$ cat src/verilog/can_pm_map.vh
// Register offsets, field positions, reset values and timing for the CAN power/interrupt block
`ifndef CAN_PM_MAP_VH
`define CAN_PM_MAP_VH
// Register offsets (word index on the plain register port)
`define CTL0_ADDR 4'h0
`define CTL1_ADDR 4'h1
`define RFLG_ADDR 4'h2
`define RIER_ADDR 4'h3
`define TFLG_ADDR 4'h4
`define TIER_ADDR 4'h5
`define MODE_ADDR 4'h6
// control_reg_zero fields
`define C0_SLEEP_REQUEST 0
`define C0_SLEEP_ACKNOWLEDGE 1
`define C0_WAKEUP_ENABLE 2
`define C0_WAIT 5
// control_reg_one fields
`define C1_WAKEUP_FILTER_SELECT 2
`define C1_ENABLE 7
// receive_flag_reg fields
`define RF_RXF 0
`define RF_OVR 1
`define RF_TST_LO 2
`define RF_TST_HI 3
`define RF_RST_LO 4
`define RF_RST_HI 5
`define RF_CSC 6
`define RF_WUP 7
// Reset values
`define CTL0_RST 8'h00
`define CTL1_RST 8'h00
`define TFLG_RST 3'h7
// Mode codes; the mode register shows the state_r encoding instead (sleep reads 3)
`define MODE_DIS 3'h0
`define MODE_NORM 3'h1
`define MODE_SLEEP 3'h2
`define MODE_PDN 3'h3
`define MODE_RECOV 3'h4
`define MODE_SYNC 3'h5
// Timing
`define SYNC_DLY_CYC 4'h3
`define RECOV_DLY_CYC 8'h10
`define IDLE_BITS 8'h0b
`define GLITCH_CYC 8'h08
`define BUSOFF_SEQS 8'h80
`endif

$ cat src/verilog/can_power_mode_interrupt_ctrl.v
// Power-mode sequencing, wake-up and interrupt flags of a CAN controller
`timescale 1ns/10ps
`include "can_pm_map.vh"
module can_power_mode_interrupt_ctrl #(
    parameter RECOV_CYC = `RECOV_DLY_CYC
)
(
    input wire clk_sys,
    input wire rst,
    input wire [3:0] addr,
    input wire [7:0] wdata,
    input wire wr_stb,
    input wire rd_stb,
    output reg [7:0] rdata_r,
    input wire cpu_stop,
    input wire cpu_wait,
    input wire bus_receive_line,
    output reg bus_transmit_line_r,
    input wire core_tx_bit,
    input wire bit_tick,
    input wire rx_busy,
    input wire tx_busy,
    input wire [2:0] tx_sent,
    input wire rx_bg_pending,
    input wire rx_fifo_overrun,
    input wire [1:0] tx_err_state,
    input wire [1:0] rx_err_state,
    input wire bus_off,
    output reg core_clk_en_r,
    output reg rx_internal_r,
    output reg shift_fg_r,
    output reg abort_allowed_r,
    output reg [2:0] tx_buffer_empty_flag_r,
    output reg wakeup_irq_r,
    output reg error_irq_r,
    output reg rx_irq_r,
    output reg tx_irq_r
);
    localparam S_DIS = 3'h0;
    localparam S_NORM = 3'h1;
    localparam S_WAIT_SLP = 3'h2;
    localparam S_SLEEP = 3'h3;
    localparam S_PDN = 3'h4;
    localparam S_RECOV = 3'h5;
    localparam S_RESYNC = 3'h6;

    reg [2:0] state_r;
    reg [2:0] state_nxt;
    reg [7:0] ctl0_r;
    reg [7:0] ctl1_r;
    reg [7:0] rflg_r;
    reg [7:0] rier_r;
    reg [2:0] tier_r;
    reg [3:0] sync_cnt_r;
    reg [7:0] recov_cnt_r;
    reg pdn_from_sleep_r;
    reg [1:0] tst_prev_r;
    reg [1:0] rst_prev_r;
    reg rx_full_r;
    wire wake_det;
    wire idle_run_done;
    wire [7:0] busoff_seqs;

    wire sleep_request = ctl0_r[`C0_SLEEP_REQUEST];
    wire wakeup_enable = ctl0_r[`C0_WAKEUP_ENABLE];
    wire stop_in_wait = ctl0_r[`C0_WAIT];
    wire module_enable = ctl1_r[`C1_ENABLE];
    wire pdn_cond = cpu_stop || (cpu_wait && stop_in_wait);
    wire in_sleep = (state_r == S_SLEEP);
    wire wr_hit0 = wr_stb && (addr == `CTL0_ADDR);
    // One shift per queued message: the full flag lands a cycle after the
    // shift pulse, so the pulse itself also blocks the next shift. Without
    // this a level-held pending input would shift the same message twice.
    wire shift_ok = (state_r == S_NORM) && rx_bg_pending && !rflg_r[`RF_RXF]
        && !rx_full_r;

    // Maps bus counter state to the two-bit range field
    function [1:0] range_code;
        input [1:0] st;
        begin
            range_code = st;
        end
    endfunction

    // Wake detection armed only where a wake makes sense
    wake_filter #(
        .CW(8)
    ) u_wake (
        .clk_sys(clk_sys),
        .rst(rst),
        .arm((in_sleep || (state_r == S_PDN && pdn_from_sleep_r)) && wakeup_enable),
        .filter_on(ctl1_r[`C1_WAKEUP_FILTER_SELECT]),
        .rx_in(bus_receive_line),
        .wake_r(wake_det)
    );

    // Shared counter: eleven-bit idle runs for resync and bus-off recovery
    recessive_counter u_idle (
        .clk_sys(clk_sys),
        .rst(rst),
        .run((state_r == S_RESYNC) || (bus_off && state_r == S_NORM)),
        .clear(!bus_off && state_r != S_RESYNC),
        .bit_tick(bit_tick),
        .rx_bit(bus_receive_line),
        .run_done_r(idle_run_done),
        .seq_cnt_r(busoff_seqs)
    );

    // Mode sequencing; power-down has priority next after disable
    // Disable beats everything so software can always park the block.
    // Limitation: a sleep request that never sees the buffers drain keeps
    // the block waiting; software must watch the acknowledge bit.
    always @*
    begin
        state_nxt = state_r;
        if (!module_enable)
            state_nxt = S_DIS;
        else if (pdn_cond && state_r != S_PDN)
            state_nxt = S_PDN;
        else
        begin
            case (state_r)
                S_DIS:
                    state_nxt = S_NORM;
                S_NORM:
                    if (sleep_request)
                        state_nxt = S_WAIT_SLP;
                S_WAIT_SLP:
                    // Buffers must drain and the bus go idle first
                    if (tx_buffer_empty_flag_r == 3'h7 && !tx_busy && !rx_busy
                        && sync_cnt_r == `SYNC_DLY_CYC)
                        state_nxt = S_SLEEP;
                S_SLEEP:
                    if (wake_det || !sleep_request)
                        state_nxt = S_RESYNC;
                S_PDN:
                    if (!pdn_cond)
                        state_nxt = pdn_from_sleep_r ?
                            (wake_det ? S_RESYNC : S_SLEEP) : S_RECOV;
                S_RECOV:
                    if (recov_cnt_r == RECOV_CYC[7:0])
                        state_nxt = S_NORM;
                S_RESYNC:
                    if (idle_run_done)
                        state_nxt = S_NORM;
                default:
                    state_nxt = S_DIS;
            endcase
        end
    end

    // State, counters and control registers
    always @(posedge clk_sys)
    begin
        if (rst)
        begin
            state_r <= S_DIS;
            ctl0_r <= `CTL0_RST;
            ctl1_r <= `CTL1_RST;
            rier_r <= 8'h00;
            tier_r <= 3'h0;
            sync_cnt_r <= 4'h0;
            recov_cnt_r <= 8'h00;
            pdn_from_sleep_r <= 1'b0;
        end
        else
        begin
            state_r <= state_nxt;
            if (state_r == S_WAIT_SLP && sync_cnt_r != `SYNC_DLY_CYC)
                sync_cnt_r <= sync_cnt_r + 4'h1;
            else if (state_r != S_WAIT_SLP)
                sync_cnt_r <= 4'h0;
            recov_cnt_r <= (state_r == S_RECOV) ? recov_cnt_r + 8'h01 : 8'h00;
            if (state_nxt == S_PDN && state_r != S_PDN)
                pdn_from_sleep_r <= in_sleep;
            if (wr_stb && addr == `CTL1_ADDR)
                ctl1_r <= wdata;
            if (wr_stb && addr == `RIER_ADDR)
                rier_r <= wdata;
            if (wr_stb && addr == `TIER_ADDR)
                tier_r <= wdata[2:0];
            if (wr_hit0)
            begin
                ctl0_r[`C0_WAKEUP_ENABLE] <= wdata[`C0_WAKEUP_ENABLE];
                ctl0_r[`C0_WAIT] <= wdata[`C0_WAIT];
                // Request may only drop once acknowledged
                if (wdata[`C0_SLEEP_REQUEST] || in_sleep)
                    ctl0_r[`C0_SLEEP_REQUEST] <= wdata[`C0_SLEEP_REQUEST];
            end
            if (state_r == S_SLEEP && state_nxt == S_RESYNC)
                ctl0_r[`C0_SLEEP_REQUEST] <= 1'b0;
            ctl0_r[`C0_SLEEP_ACKNOWLEDGE] <= (state_nxt == S_SLEEP);
        end
    end

    // Flags: hardware set wins over a write-one clear
    // Clears are applied first and sets after them in the same process,
    // so an event landing on the clear cycle is never lost.
    always @(posedge clk_sys)
    begin
        if (rst)
        begin
            rflg_r <= 8'h00;
            tx_buffer_empty_flag_r <= `TFLG_RST;
            tst_prev_r <= 2'h0;
            rst_prev_r <= 2'h0;
        end
        else
        begin
            tst_prev_r <= range_code(tx_err_state);
            rst_prev_r <= range_code(rx_err_state);
            rflg_r[`RF_TST_HI:`RF_TST_LO] <= range_code(tx_err_state);
            rflg_r[`RF_RST_HI:`RF_RST_LO] <= range_code(rx_err_state);
            if (wr_stb && addr == `RFLG_ADDR)
            begin
                if (wdata[`RF_WUP])
                    rflg_r[`RF_WUP] <= 1'b0;
                if (wdata[`RF_CSC])
                    rflg_r[`RF_CSC] <= 1'b0;
                if (wdata[`RF_OVR] && !rx_fifo_overrun)
                    rflg_r[`RF_OVR] <= 1'b0;
                if (wdata[`RF_RXF])
                    rflg_r[`RF_RXF] <= 1'b0;
            end
            if (wake_det && rier_r[`RF_WUP])
                rflg_r[`RF_WUP] <= 1'b1;
            if (tst_prev_r != range_code(tx_err_state)
                || rst_prev_r != range_code(rx_err_state))
                rflg_r[`RF_CSC] <= 1'b1;
            if (rx_fifo_overrun)
                rflg_r[`RF_OVR] <= 1'b1;
            if (rx_full_r)
                rflg_r[`RF_RXF] <= 1'b1;
            // Empty flags cleared by software schedule a buffer
            if (wr_stb && addr == `TFLG_ADDR)
                tx_buffer_empty_flag_r <= tx_buffer_empty_flag_r & ~wdata[2:0] | tx_sent;
            else
                tx_buffer_empty_flag_r <= tx_buffer_empty_flag_r | tx_sent;
        end
    end

    // Outputs toward the protocol core and the bus
    always @(posedge clk_sys)
    begin
        if (rst)
        begin
            core_clk_en_r <= 1'b0;
            bus_transmit_line_r <= 1'b1;
            rx_internal_r <= 1'b1;
            shift_fg_r <= 1'b0;
            abort_allowed_r <= 1'b0;
            rx_full_r <= 1'b0;
        end
        else
        begin
            core_clk_en_r <= (state_nxt == S_NORM) || (state_nxt == S_WAIT_SLP)
                || (state_nxt == S_RESYNC);
            // Transmit line recessive outside active modes
            bus_transmit_line_r <= (state_nxt == S_NORM || state_nxt == S_WAIT_SLP)
                ? core_tx_bit : 1'b1;
            rx_internal_r <= (in_sleep && !wakeup_enable) ? 1'b1 : bus_receive_line;
            // Deferred shift and aborts resume only once awake
            shift_fg_r <= shift_ok;
            rx_full_r <= shift_ok;
            abort_allowed_r <= (state_r == S_NORM);
        end
    end

    // Interrupt request lines
    always @(posedge clk_sys)
    begin
        if (rst)
        begin
            wakeup_irq_r <= 1'b0;
            error_irq_r <= 1'b0;
            rx_irq_r <= 1'b0;
            tx_irq_r <= 1'b0;
        end
        else
        begin
            wakeup_irq_r <= rflg_r[`RF_WUP] && rier_r[`RF_WUP] && wakeup_enable;
            error_irq_r <= (rflg_r[`RF_CSC] && rier_r[`RF_CSC])
                || (rflg_r[`RF_OVR] && rier_r[`RF_OVR]);
            rx_irq_r <= rflg_r[`RF_RXF] && rier_r[`RF_RXF];
            tx_irq_r <= |(tx_buffer_empty_flag_r & tier_r);
        end
    end

    // Register read port, data one cycle after strobe
    // Data return to zero outside the answer cycle, so a stale value
    // can never be mistaken for a fresh read.
    always @(posedge clk_sys)
    begin
        if (rst)
            rdata_r <= 8'h00;
        else if (!rd_stb)
            rdata_r <= 8'h00;
        else if (addr == `CTL0_ADDR)
            rdata_r <= ctl0_r;
        else if (addr == `CTL1_ADDR)
            rdata_r <= ctl1_r;
        else if (addr == `RFLG_ADDR)
            rdata_r <= rflg_r;
        else if (addr == `RIER_ADDR)
            rdata_r <= rier_r;
        else if (addr == `TFLG_ADDR)
            rdata_r <= {5'h00, tx_buffer_empty_flag_r};
        else if (addr == `TIER_ADDR)
            rdata_r <= {5'h00, tier_r};
        else if (addr == `MODE_ADDR)
            rdata_r <= {busoff_seqs[7], 4'h0, state_r};
        else
            rdata_r <= 8'h00;
    end
endmodule

$ cat src/verilog/recessive_counter.v
// Counts runs of consecutive recessive bits and completed runs
`timescale 1ns/10ps
`include "can_pm_map.vh"
module recessive_counter (
    input wire clk_sys,
    input wire rst,
    input wire run,
    input wire clear,
    input wire bit_tick,
    input wire rx_bit,
    output reg run_done_r,
    output reg [7:0] seq_cnt_r
);
    reg [7:0] bit_cnt_r;
    // Freezes while run is low so a paused count resumes later
    always @(posedge clk_sys)
    begin
        if (rst || clear)
        begin
            bit_cnt_r <= 8'h00;
            seq_cnt_r <= 8'h00;
            run_done_r <= 1'b0;
        end
        else
        begin
            run_done_r <= 1'b0;
            if (run && bit_tick)
            begin
                if (!rx_bit)
                    bit_cnt_r <= 8'h00;
                else if (bit_cnt_r == `IDLE_BITS - 8'h01)
                begin
                    bit_cnt_r <= 8'h00;
                    run_done_r <= 1'b1;
                    if (seq_cnt_r != `BUSOFF_SEQS)
                        seq_cnt_r <= seq_cnt_r + 8'h01;
                end
                else
                    bit_cnt_r <= bit_cnt_r + 8'h01;
            end
        end
    end
endmodule

$ cat src/verilog/wake_filter.v
// Wake detector on the receive line with optional low-pass glitch filter
`timescale 1ns/10ps
`include "can_pm_map.vh"
module wake_filter #(
    parameter CW = 8
)
(
    input wire clk_sys,
    input wire rst,
    input wire arm,
    input wire filter_on,
    input wire rx_in,
    output reg wake_r
);
    reg [CW-1:0] low_cnt_r;
    // Dominant level must persist GLITCH_CYC cycles when the filter is on
    always @(posedge clk_sys)
    begin
        if (rst || !arm)
        begin
            low_cnt_r <= {CW{1'b0}};
            wake_r <= 1'b0;
        end
        else if (rx_in)
        begin
            low_cnt_r <= {CW{1'b0}};
            wake_r <= 1'b0;
        end
        else
        begin
            if (low_cnt_r != `GLITCH_CYC)
                low_cnt_r <= low_cnt_r + 1'b1;
            wake_r <= !filter_on || (low_cnt_r == `GLITCH_CYC - 8'h01);
        end
    end
endmodule
$ cat config.mk
export PLATFORM = sky130hd
export DESIGN_NAME = can_power_mode_interrupt_ctrl
export DESIGN_NICKNAME = d
export VERILOG_FILES = /design/src/verilog/can_power_mode_interrupt_ctrl.v /design/src/verilog/recessive_counter.v /design/src/verilog/wake_filter.v
export VERILOG_INCLUDE_DIRS = /design/src /design/src/verilog
export SDC_FILE = /design/constraint.sdc
export NUM_CORES = 1
export LEC_CHECK = 0
export BUFFER_PORTS_ARGS = -buffer_cell sky130_fd_sc_hd__buf_2
export CORE_ASPECT_RATIO = 0.5
export CORE_MARGIN = 5
export CORE_UTILIZATION = 45
export CTS_CLUSTER_DIAMETER = 150
export DETAILED_ROUTE_END_ITERATION = 10
export SETUP_SLACK_MARGIN = 0.4
export SLEW_MARGIN = 25
export SYNTH_ARGS = -nofsm -noshare
export SYNTH_HDL_FRONTEND = slang
export SYNTH_SLANG_ARGS = --single-unit
$ cat constraint.sdc
create_clock -name clk_sys -period 4.9 [get_ports clk_sys]
set_clock_uncertainty 0.15 [all_clocks]
set_input_delay 0.49 -clock clk_sys [delete_from_list [all_inputs] [get_ports clk_sys]]
set_output_delay 0.49 -clock clk_sys [all_outputs]
set_load 0.005 [all_outputs]
==> impl_metrics.yaml, run 1 <==
floorplan:
  dieArea_mm2: 0.0118
  start_util_pct: 46.0
  rows: 25
  coreArea_mm2: 0.00938
  die_height_um: 79.2
  die_w_um: 148
  io_pins: 53
drt:
  firstDrtPassIters: 4
  initialDrtViolationCount: 190
  via_per_inst: 5.35
  wl_um: 9680
  drc: 0
  routedWlPerCell_um: 14.5
  vias: 3564
  ant_nets: 0
timing:
  setup_violations: 0
  fin_crit_ns: 2.33
  fmax_ghz: 0.430
  finalHoldViolations: 0
  setup_tns_ns: 0
  worst_pin_slew_ns: 0.852
  report.final.slew_viol_count: 0
  relSlewSlack_pct: 43.2
  rsz0062_at_grt: "no"
  finalCritPeriodShare_pct: 47.5
setup_path:
  cp-startpoint: "state_r[0]"
  required_ns: 4.97
  end_kind: "flip-flop"
  worstPathArrival_ns: 2.40
  ff2ff_path_depth: 5
  regToRegSetupSlack_ns: 2.57
  r2r-end: "bus_transmit_line_r"
  critPathKind: "flip-flop to flip-flop"
  rr_startpoint: "state_r[0]"
  setup.worst_path.start_class: "flip-flop"
  path_max_fanout: 17
min_path:
  min_to: "tx_buffer_empty_flag_r[1]"
  hold_depth: 2
  hp-start: "tx_sent[1]"
  hold_path.class: "primary input to flip-flop"
global_routing:
  grtUsageTotal_pct: 17.3
  overflow: 0
  grt_pass1_wl_um: 16300
  antenna_found_initial: 0
  grt_start_max_net_pins: 48
  grt_pass1_vias: 3299
clock_network:
  path_clk_slew_ns: 0.06
  clock-sinks: 93
  numCtsBuffers: 9
  cts.htree.levels: 3
  cts_resized: 0
  post_cts_buffers: 0
  ctsHoldBuffers: 0
  clock-root-buffer: "clkbuf_16"
  clkLatencyLatePin_ns: 0.34
  clockBufferDepth: 2
  cts_tree: "done"
synthesis:
  ys.flop_type: "dfxtp_1"
  yosysUniqueCellTypes: 60
  synthDominantCellAreaShare_pct: 43.1
  syn-instance-count: 498
  ys_ff_latch: 93
  async_reset_ff_share_pct: 0
  avgSynthCellArea_um2: 8.67
  synth_edf_count: 0
  syn_area_mm2: 0.00432
  synth.top_cells.by_count: "dfxtp_1, nor2_1, nand2_1, a21oi_1, nand3_1"
  synthTopCellsByArea: "dfxtp_1, nor2_1, a21oi_1"
  synth_fp_nets: 540
  synth_warnings: 0
  ys_seq_area_share_pct: 43.1
  yosysTopAreaCell: "dfxtp_1"
  synth.most_common_cell: "dfxtp_1"
pwr:
  p_leak_nw: 1.89
  power_density_mw_per_mm2: 310
  ir_drop_mv: 0.192
  power_mw: 1.53
placement:
  io_buffers: 52
  place.gp.congestion: 0.801
  dp_hpwl_um: 6760
cells_and_area:
  final_nets: 583
  fillCellCount: 888
  insertedDiodeCount: 0
  drive_gt1_share_pct: 16.3
  syn2layout_area_growth_pct: 14.5
outcome:
  status: "finished clean"
flow_run:
  maxCapViolations: 0
==> through the flow <==
| step | setup slack (ns) | hold slack [ns] | instance area, um^2 | utilization [%] | cells |
|---|---|---|---|---|---|
| 2_1_floorplan | 2.81 | 0.279 | 4320 | - | 498 |
| 3_3_place_gp | 2.50 | 0.294 | 4640 | 49.5 | 651 |
| 3_5_place_dp | 2.50 | 0.297 | 4640 | 49.5 | 651 |
| 4_1_cts | 2.58 | 0.169 | 4930 | 52.6 | 666 |
| 5_1_grt | 2.36 | 0.176 | 4940 | 52.7 | 666 |
| 6_report | 2.57 | 0.179 | 4940 | 52.7 | 666 |
==> report_power, final <==
| part | internal (mW) | leakage [nW] | switching, mW |
|---|---|---|---|
| clock network | 0.406 | 0.145 | 0.286 |
| logic | 0.0296 | 0.996 | 0.0444 |
| registers | 0.763 | 0.752 | 0.00512 |
| total | 1.20 | 1.89 | 0.336 |
==> layer usage <==
metal  track usage, %  share of wire [%]  up-vias
li1                 -                  -     1831
met1             24.3                 51     1670
met2             26.3                 44       55
met3             4.68                4.1        8
met4             4.88               0.90        0
met5                0                  0        -
==> cells in the final DEF (no fill, tap or decap), types with 3 or more instances in the layout <==
cell type | synthesis | routed
clkbuf_16 | 0 | 9
nand2b_1 | 9 | 9
nor3b_1 | 4 | 4
a221o_1 | 3 | 3
a22oi_1 | 6 | 6
xnor2_1 | 9 | 9
nand3_1 | 36 | 36
mux2_2 | 5 | 5
and3_1 | 11 | 11
and4_1 | 3 | 3
nor2b_1 | 11 | 11
nand2_1 | 44 | 44
nor2_1 | 64 | 64
nor3_1 | 6 | 6
buf_2 | 6 | 52
o21ai_0 | 18 | 18
a21oi_1 | 36 | 36
inv_1 | 14 | 14
nand4_1 | 5 | 5
a32oi_1 | 3 | 3
mux2i_1 | 15 | 15
xor2_1 | 15 | 15
dfxtp_1 | 93 | 93
or4_1 | 3 | 3
nand3b_1 | 5 | 5
a21boi_0 | 4 | 4
ha_1 | 9 | 9
and3b_1 | 4 | 4
a211o_1 | 3 | 3
==> worst max-delay path: stages (launching register included) <==
cell      delay (ns)
dfxtp_1         0.67
a21oi_1         0.19
a311oi_2        0.30
o221ai_2        0.20
xor2_1          0.19
or4_1           0.50
==> area by class of cell <==
cell class / instances / area (um^2) / share of cell area [%]
clock buffer: 11 / 243 / 4.91
sequential: 93 / 1860 / 37.7
inverter: 15 / 56.3 / 1.14
clock inverter: 4 / 48.8 / 0.988
multi-input combinational: 368 / 2300 / 46.6
tap: 121 / 151 / 3.06
timing repair buffer: 54 / 275 / 5.57
==> state kept, by name, indices dropped and copies added (netlist names), 3 cells and up <==
name                    cells
tx_buffer_empty_flag_r      3
rflg_r                      8
state_r                     3
u_wake.low_cnt_r            8
sync_cnt_r                  4
recov_cnt_r                 8
rier_r                      8
ctl1_r                      8
u_idle.seq_cnt_r            8
rdata_r                     8
ctl0_r                      4
u_idle.bit_cnt_r            8
tier_r                      3
==> kinds of logic after synthesis <==
family,count (synthesis),share of synthesized area (%)
flops,93,43.1
compound gates,93,14.3
xor+xnor,24,4.87
mux,20,4.78
simple gates,222,26.6
buf+inv,37,3.74
fa+ha+maj,9,2.61
==> worst max path at each step <==
| stage | end | cells past startpoint | slack (ns) |
|---|---|---|---|
| 2_1_floorplan | bus_transmit_line_r | 6 | 2.81 |
| 3_3_place_gp | rdata_r[0] | 5 | 2.50 |
| 3_5_place_dp | rdata_r[2] | 5 | 2.50 |
| 4_1_cts | bus_transmit_line_r | 5 | 2.58 |
| 5_1_grt | bus_transmit_line_r | 5 | 2.36 |
| 6_report | bus_transmit_line_r | 5 | 2.57 |
Power figures use the tool's default switching activity.
==> inputs of run 2 (changes only) <==
PLACE_DENSITY = 0.67   (was not set)
clock period = 2.12 ns   (was 4.9 ns; I/O delays follow)
==> run 2 against run 1 <==
  * Combinational power grew to 3.1 times the previous value
  * Total power up 140%
  * First-iteration DRC count decreased by 15%
  * Final area up 18%
  * Non-clock buffer count grew 62
  * Fmax increased by 21%
  * Via count is 10% higher
  * Worst hold slack got worse by 0.15 ns
  * Setup slack got worse by 2.4 ns
  * Critical path type unchanged
  * Largest cell class unchanged
  * Largest power group unchanged
  * Highest routed layer unchanged
==> impl_metrics.yaml, run 2 (synthesis results as in run 1) <==
outcome:
  status: "finished clean"
clock_network:
  path_clk_slew_ns: 0.06
  cts.htree.levels: 3
  numCtsBuffers: 9
  clockBufferDepth: 2
  cts_tree: "done"
  clock-sinks: 93
  clock-root-buffer: "clkbuf_16"
  clkLatencyLatePin_ns: 0.34
setup_path:
  end_kind: "flip-flop"
  critPathKind: "flip-flop to flip-flop"
  cp-startpoint: "recov_cnt_r[0]"
  ff2ff_path_depth: 7
  endpoint: "bus_transmit_line_r"
  required_ns: 2.19
  worstPathArrival_ns: 2.00
  path_max_fanout: 3
  rr_startpoint: "recov_cnt_r[0]"
  r2r-end: "bus_transmit_line_r"
  regToRegSetupSlack_ns: 0.19
  setup.worst_path.start_class: "flip-flop"
timing:
  finalHoldViolations: 0
  finalWorstSetupSlack_ns: 0.191
  whs_ns: 0.0287
  report.final.slew_viol_count: 0
  rsz0062_at_grt: "yes"
  worst_pin_slew_ns: 0.461
  fmax_ghz: 0.518
  setup_violations: 0
  setup_tns_ns: 0
  finalCritPeriodShare_pct: 91.0
  relSlewSlack_pct: 69.1
  fin_crit_ns: 1.93
cells_and_area:
  layout_common_cells: "dfxtp_1, nor2_1, buf_2, nand2_1"
  drive_gt1_share_pct: 30.8
  final_nets: 645
  layout_commonest_cell: "dfxtp_1"
  syn2layout_area_growth_pct: 34.8
  insertedDiodeCount: 0
floorplan:
  coreArea_mm2: 0.00938
  dieArea_mm2: 0.0118
  rows: 25
  start_util_pct: 46.0
  io_pins: 53
  die_w_um: 148
  die_height_um: 79.2
drt:
  initialDrtViolationCount: 161
  drc: 0
  via_per_inst: 5.39
  routedWlPerCell_um: 15.3
  ant_nets: 0
  vias: 3926
  firstDrtPassIters: 5
  wl_um: 11200
placement:
  dpl_worst_slack_ns: 0.0152
  io_buffers: 52
  dp_hpwl_um: 7190
  place.gp.congestion: 0.802
global_routing:
  overflow: 0
  antenna_found_initial: 0
  grtUsageTotal_pct: 18.7
  grt_pass1_vias: 3751
  grt_pass1_wl_um: 17900
  grt_start_max_net_pins: 33
min_path:
  hold_path.class: "primary input to flip-flop"
pwr:
  power_density_mw_per_mm2: 627
  p_leak_nw: 2.27
  ir_drop_mv: 0.455
flow_run:
  maxCapViolations: 0
## run 2: what timing repair did
action / in CTS / in global routing
endpoints found under the setup margin: 28 / 26
resized for setup: 27 / 66
hold endpoints to repair: 22 / 0
hold buffers: 16 / 0
pin swaps: 7 / 34
buffers inserted: 13 / 17
## run 2: worst max-delay path, cell delays in order, from the launching register on
cell and delay [ns]:
dfxtp_4 0.34, inv_1 0.05, ha_1 0.14, nor4b_4 0.20, a21oi_2 0.11, a221oi_2 0.20, a21oi_1 0.14, or4_1 0.47
## run 2: worst min-delay path by stage
stage	end	slack [ns]	start	depth (start not counted)
finish	ctl0_r[2]	0.03	wdata[2]	3
global route	tier_r[1]	0.03	wdata[1]	3
CTS	tier_r[1]	0.02	wdata[1]	3
detailed placement	tx_buffer_empty_flag_r[0]	0.25	tx_sent[0]	2
global placement	tx_buffer_empty_flag_r[1]	0.24	tx_sent[1]	2
floorplan	tx_buffer_empty_flag_r[0]	0.16	tx_sent[0]	1
## run 2: routing by layer
layer | vias up | part of all wire (%) | global-route usage (%)
met1 | 1878 | 47 | 23.9
met2 | 72 | 48 | 31.3
li1 | 1961 | - | -
met3 | 15 | 3.4 | 4.28
met5 | - | 0 | 0
met4 | 0 | 1.3 | 6.36
## run 2: per-stage QoR
step | cell area [um^2] | util, % | cells | power, mW
3_5_place_dp | 4810 | 51.3 | 667 | 2.00
6_report | 5820 | 62.0 | 729 | 3.65
5_1_grt | 5820 | 62.0 | 729 | 3.80
2_1_floorplan | 4350 | - | 498 | 1.91
3_3_place_gp | 4810 | 51.3 | 667 | 2.00
4_1_cts | 5460 | 58.2 | 712 | 3.68
## run 2: layout make-up
| class | count | area [um^2] |
|---|---|---|
| clock buffer | 11 | 253 |
| clock inverter | 5 | 58.8 |
| multi-input combinational | 368 | 2570 |
| inverter | 15 | 56.3 |
| timing repair buffer | 116 | 838 |
| fill | 786 | 3570 |
| sequential | 93 | 1890 |
| tap | 121 | 151 |
## run 2: power breakdown
part	switching [mW]	total (mW)	internal [mW]	leakage, nW
clock network	0.675	1.65	0.977	0.148
registers	0.0115	1.77	1.76	0.758
logic	0.121	0.227	0.106	1.36
total	0.808	3.65	2.84	2.27
==> inputs of run 3 (changes only) <==
==> constraint.sdc (replaced) <==
create_clock -name clk_sys -period 2.12 [get_ports clk_sys]
set_clock_uncertainty 0.15 [all_clocks]
set_input_delay 0.424 -clock clk_sys [delete_from_list [all_inputs] [get_ports clk_sys]]
set_output_delay 0.424 -clock clk_sys [all_outputs]
set_load 0.005 [all_outputs]
==> run 3 against run 2 <==
  * First-iteration DRC count up 12%
  * Total power grew 1.1%
  * Sequential share of layout area up 2.0 points
  * Clock-buffer cell count is the same
  * Fmax increased by 4.0%
  * Clock power grew 4%
  * Setup slack gained 0.073 ns
  * Critical path depth rose by 1
==> impl_metrics.yaml, run 3 (synthesis results as in run 1) <==
floorplan:
  die_w_um: 148
  dieArea_mm2: 0.0118
  io_pins: 53
  start_util_pct: 46.0
  rows: 25
  die_height_um: 79.2
  coreArea_mm2: 0.00938
clock_network:
  clkLatencyLatePin_ns: 0.34
  path_clk_slew_ns: 0.06
  numCtsBuffers: 9
  clock-sinks: 93
  clock-root-buffer: "clkbuf_16"
  cts.htree.levels: 3
  cts_tree: "done"
  clockBufferDepth: 2
timing:
  setup_violations: 0
  fin_crit_ns: 1.86
  report.final.slew_viol_count: 0
  finalHoldViolations: 0
  finalWorstSetupSlack_ns: 0.264
  rsz0062_at_grt: "yes"
  fmax_ghz: 0.539
  relSlewSlack_pct: 66.7
  setup_tns_ns: 0
  finalCritPeriodShare_pct: 87.5
  worst_pin_slew_ns: 0.495
global_routing:
  use_met3_pct: 4.68
  grt_pass1_vias: 3557
  grt_pass1_wl_um: 17300
  grt_start_max_net_pins: 39
  busiest_layer: "met2"
  overflow: 0
  met2_usage_pct: 27.5
  grtUsageTotal_pct: 18.0
  use_met1_pct: 24.9
  antenna_found_initial: 0
setup_path:
  path_delay_family: "flip-flops"
  crit_buf_inv: 3
  critPathKind: "flip-flop to flip-flop"
  rr_startpoint: "state_r[1]"
  cp_slowest_stage_delay_ns: 0.41
  required_ns: 2.20
  path_depth: 8
  path_max_fanout: 7
  worstPathArrival_ns: 1.94
  cp-startpoint: "state_r[1]"
  crit_path_frequent_cell: "buf_6"
  end_kind: "flip-flop"
  worstPathCellList: "buf_6 > and4bb_2 > o21a_4 > buf_4 > buf_6 > nand4_1 > xor2_1 > nor2_1"
  ff2ff_path_depth: 8
  cpMaxStageDelayCell: "dfxtp_4"
  setup.worst_path.start_class: "flip-flop"
drt:
  drc: 0
  initialDrtViolationCount: 181
  via_per_inst: 5.37
  wl_um: 10500
  vias: 3759
  firstDrtPassIters: 5
  routedWlPerCell_um: 15.1
  ant_nets: 0
cells_and_area:
  insertedDiodeCount: 0
  layout_common_cells: "dfxtp_1, nor2_1, buf_2, nand2_1, nand3_1"
  layout_commonest_cell: "dfxtp_1"
  drive_gt1_share_pct: 28.7
  final_nets: 617
  syn2layout_area_growth_pct: 26.8
pwr:
  power_density_mw_per_mm2: 674
  p_leak_nw: 2.12
  power_frac_comb_pct: 5.4
  seqPwrFrac_pct: 48.0
  p_sw_share_pct: 21.3
  ir_drop_mv: 0.407
  power.share.clock_pct: 46.6
  intPower_mw: 2.90
  p_switching_mw: 0.786
flow_run:
  maxCapViolations: 0
placement:
  dp_hpwl_um: 7020
  dpl_worst_slack_ns: 0.0574
  place.gp.congestion: 0.836
  io_buffers: 52
min_path:
  hp-start: "tx_sent[0]"
  hold_path.class: "primary input to flip-flop"
  hold_depth: 2
outcome:
  status: "finished clean"
[run 3: changes by cell type in the layout (fill, tap and decap cells not counted), moves of 3 or more]
cell           before  now
nor3_1              3    6
a21oi_1            27   31
buf_4              35   31
nor2_1             58   63
a21oi_2             9    5
dfxtp_4             5    2
buf_6              12    5
nor2_2              4    0
dfxtp_2             5   13
dfxtp_1            83   78
dlygate4sd3_1      16    0
[run 3: stage by stage]
step	cells	area (um^2)	power (mW)	utilization (%)	hold slack (ns)
3_3_place_gp	669	4830	2.00	51.5	0.294
6_report	700	5470	3.69	58.3	0.115
2_1_floorplan	498	4390	1.91	-	0.279
4_1_cts	694	5310	3.72	56.6	0.106
3_5_place_dp	669	4830	2.00	51.5	0.297
5_1_grt	700	5470	3.83	58.3	0.115
[run 3: layout make-up]
type	instances	area, um^2
Tap cell	121	151
Sequential cell	93	1890
Multi-Input combinational cell	368	2510
Timing Repair Buffer	88	549
Clock inverter	4	72.6
Inverter	15	56.3
Fill cell	862	3910
Clock buffer	11	243
[run 3: final timing paths]
path / slack (ns) / end
setup / recovery: 0.26 / u_idle.seq_cnt_r[7]
hold / removal: 0.12 / tx_buffer_empty_flag_r[0]
setup reg to reg: 0.26 / u_idle.seq_cnt_r[7]
hold reg to reg: 0.31 / ctl1_r[5]
[run 3: power by group through the flow]
stage	Sequential [mW]	Combinational (mW)	Clock [mW]
after floorplan	1.81	0.104	0
after global placement	1.81	0.187	0
after detailed placement	1.81	0.187	0
after CTS	1.77	0.190	1.75
after global routing	1.77	0.215	1.84
final	1.77	0.197	1.72
[run 3: layer usage]
layer	share of wire, %	wire, um
met5	0	0
met1	49	5160
met2	46	4850
met4	1.5	154
met3	3.5	367
[run 3: repair_timing]
item                                    in CTS  in global routing
buffers inserted                            10                  6
gates resized for setup                     24                 39
hold buffers                                 0                  0
pin swaps                                   10                 10
endpoints found under the setup margin      29                 31
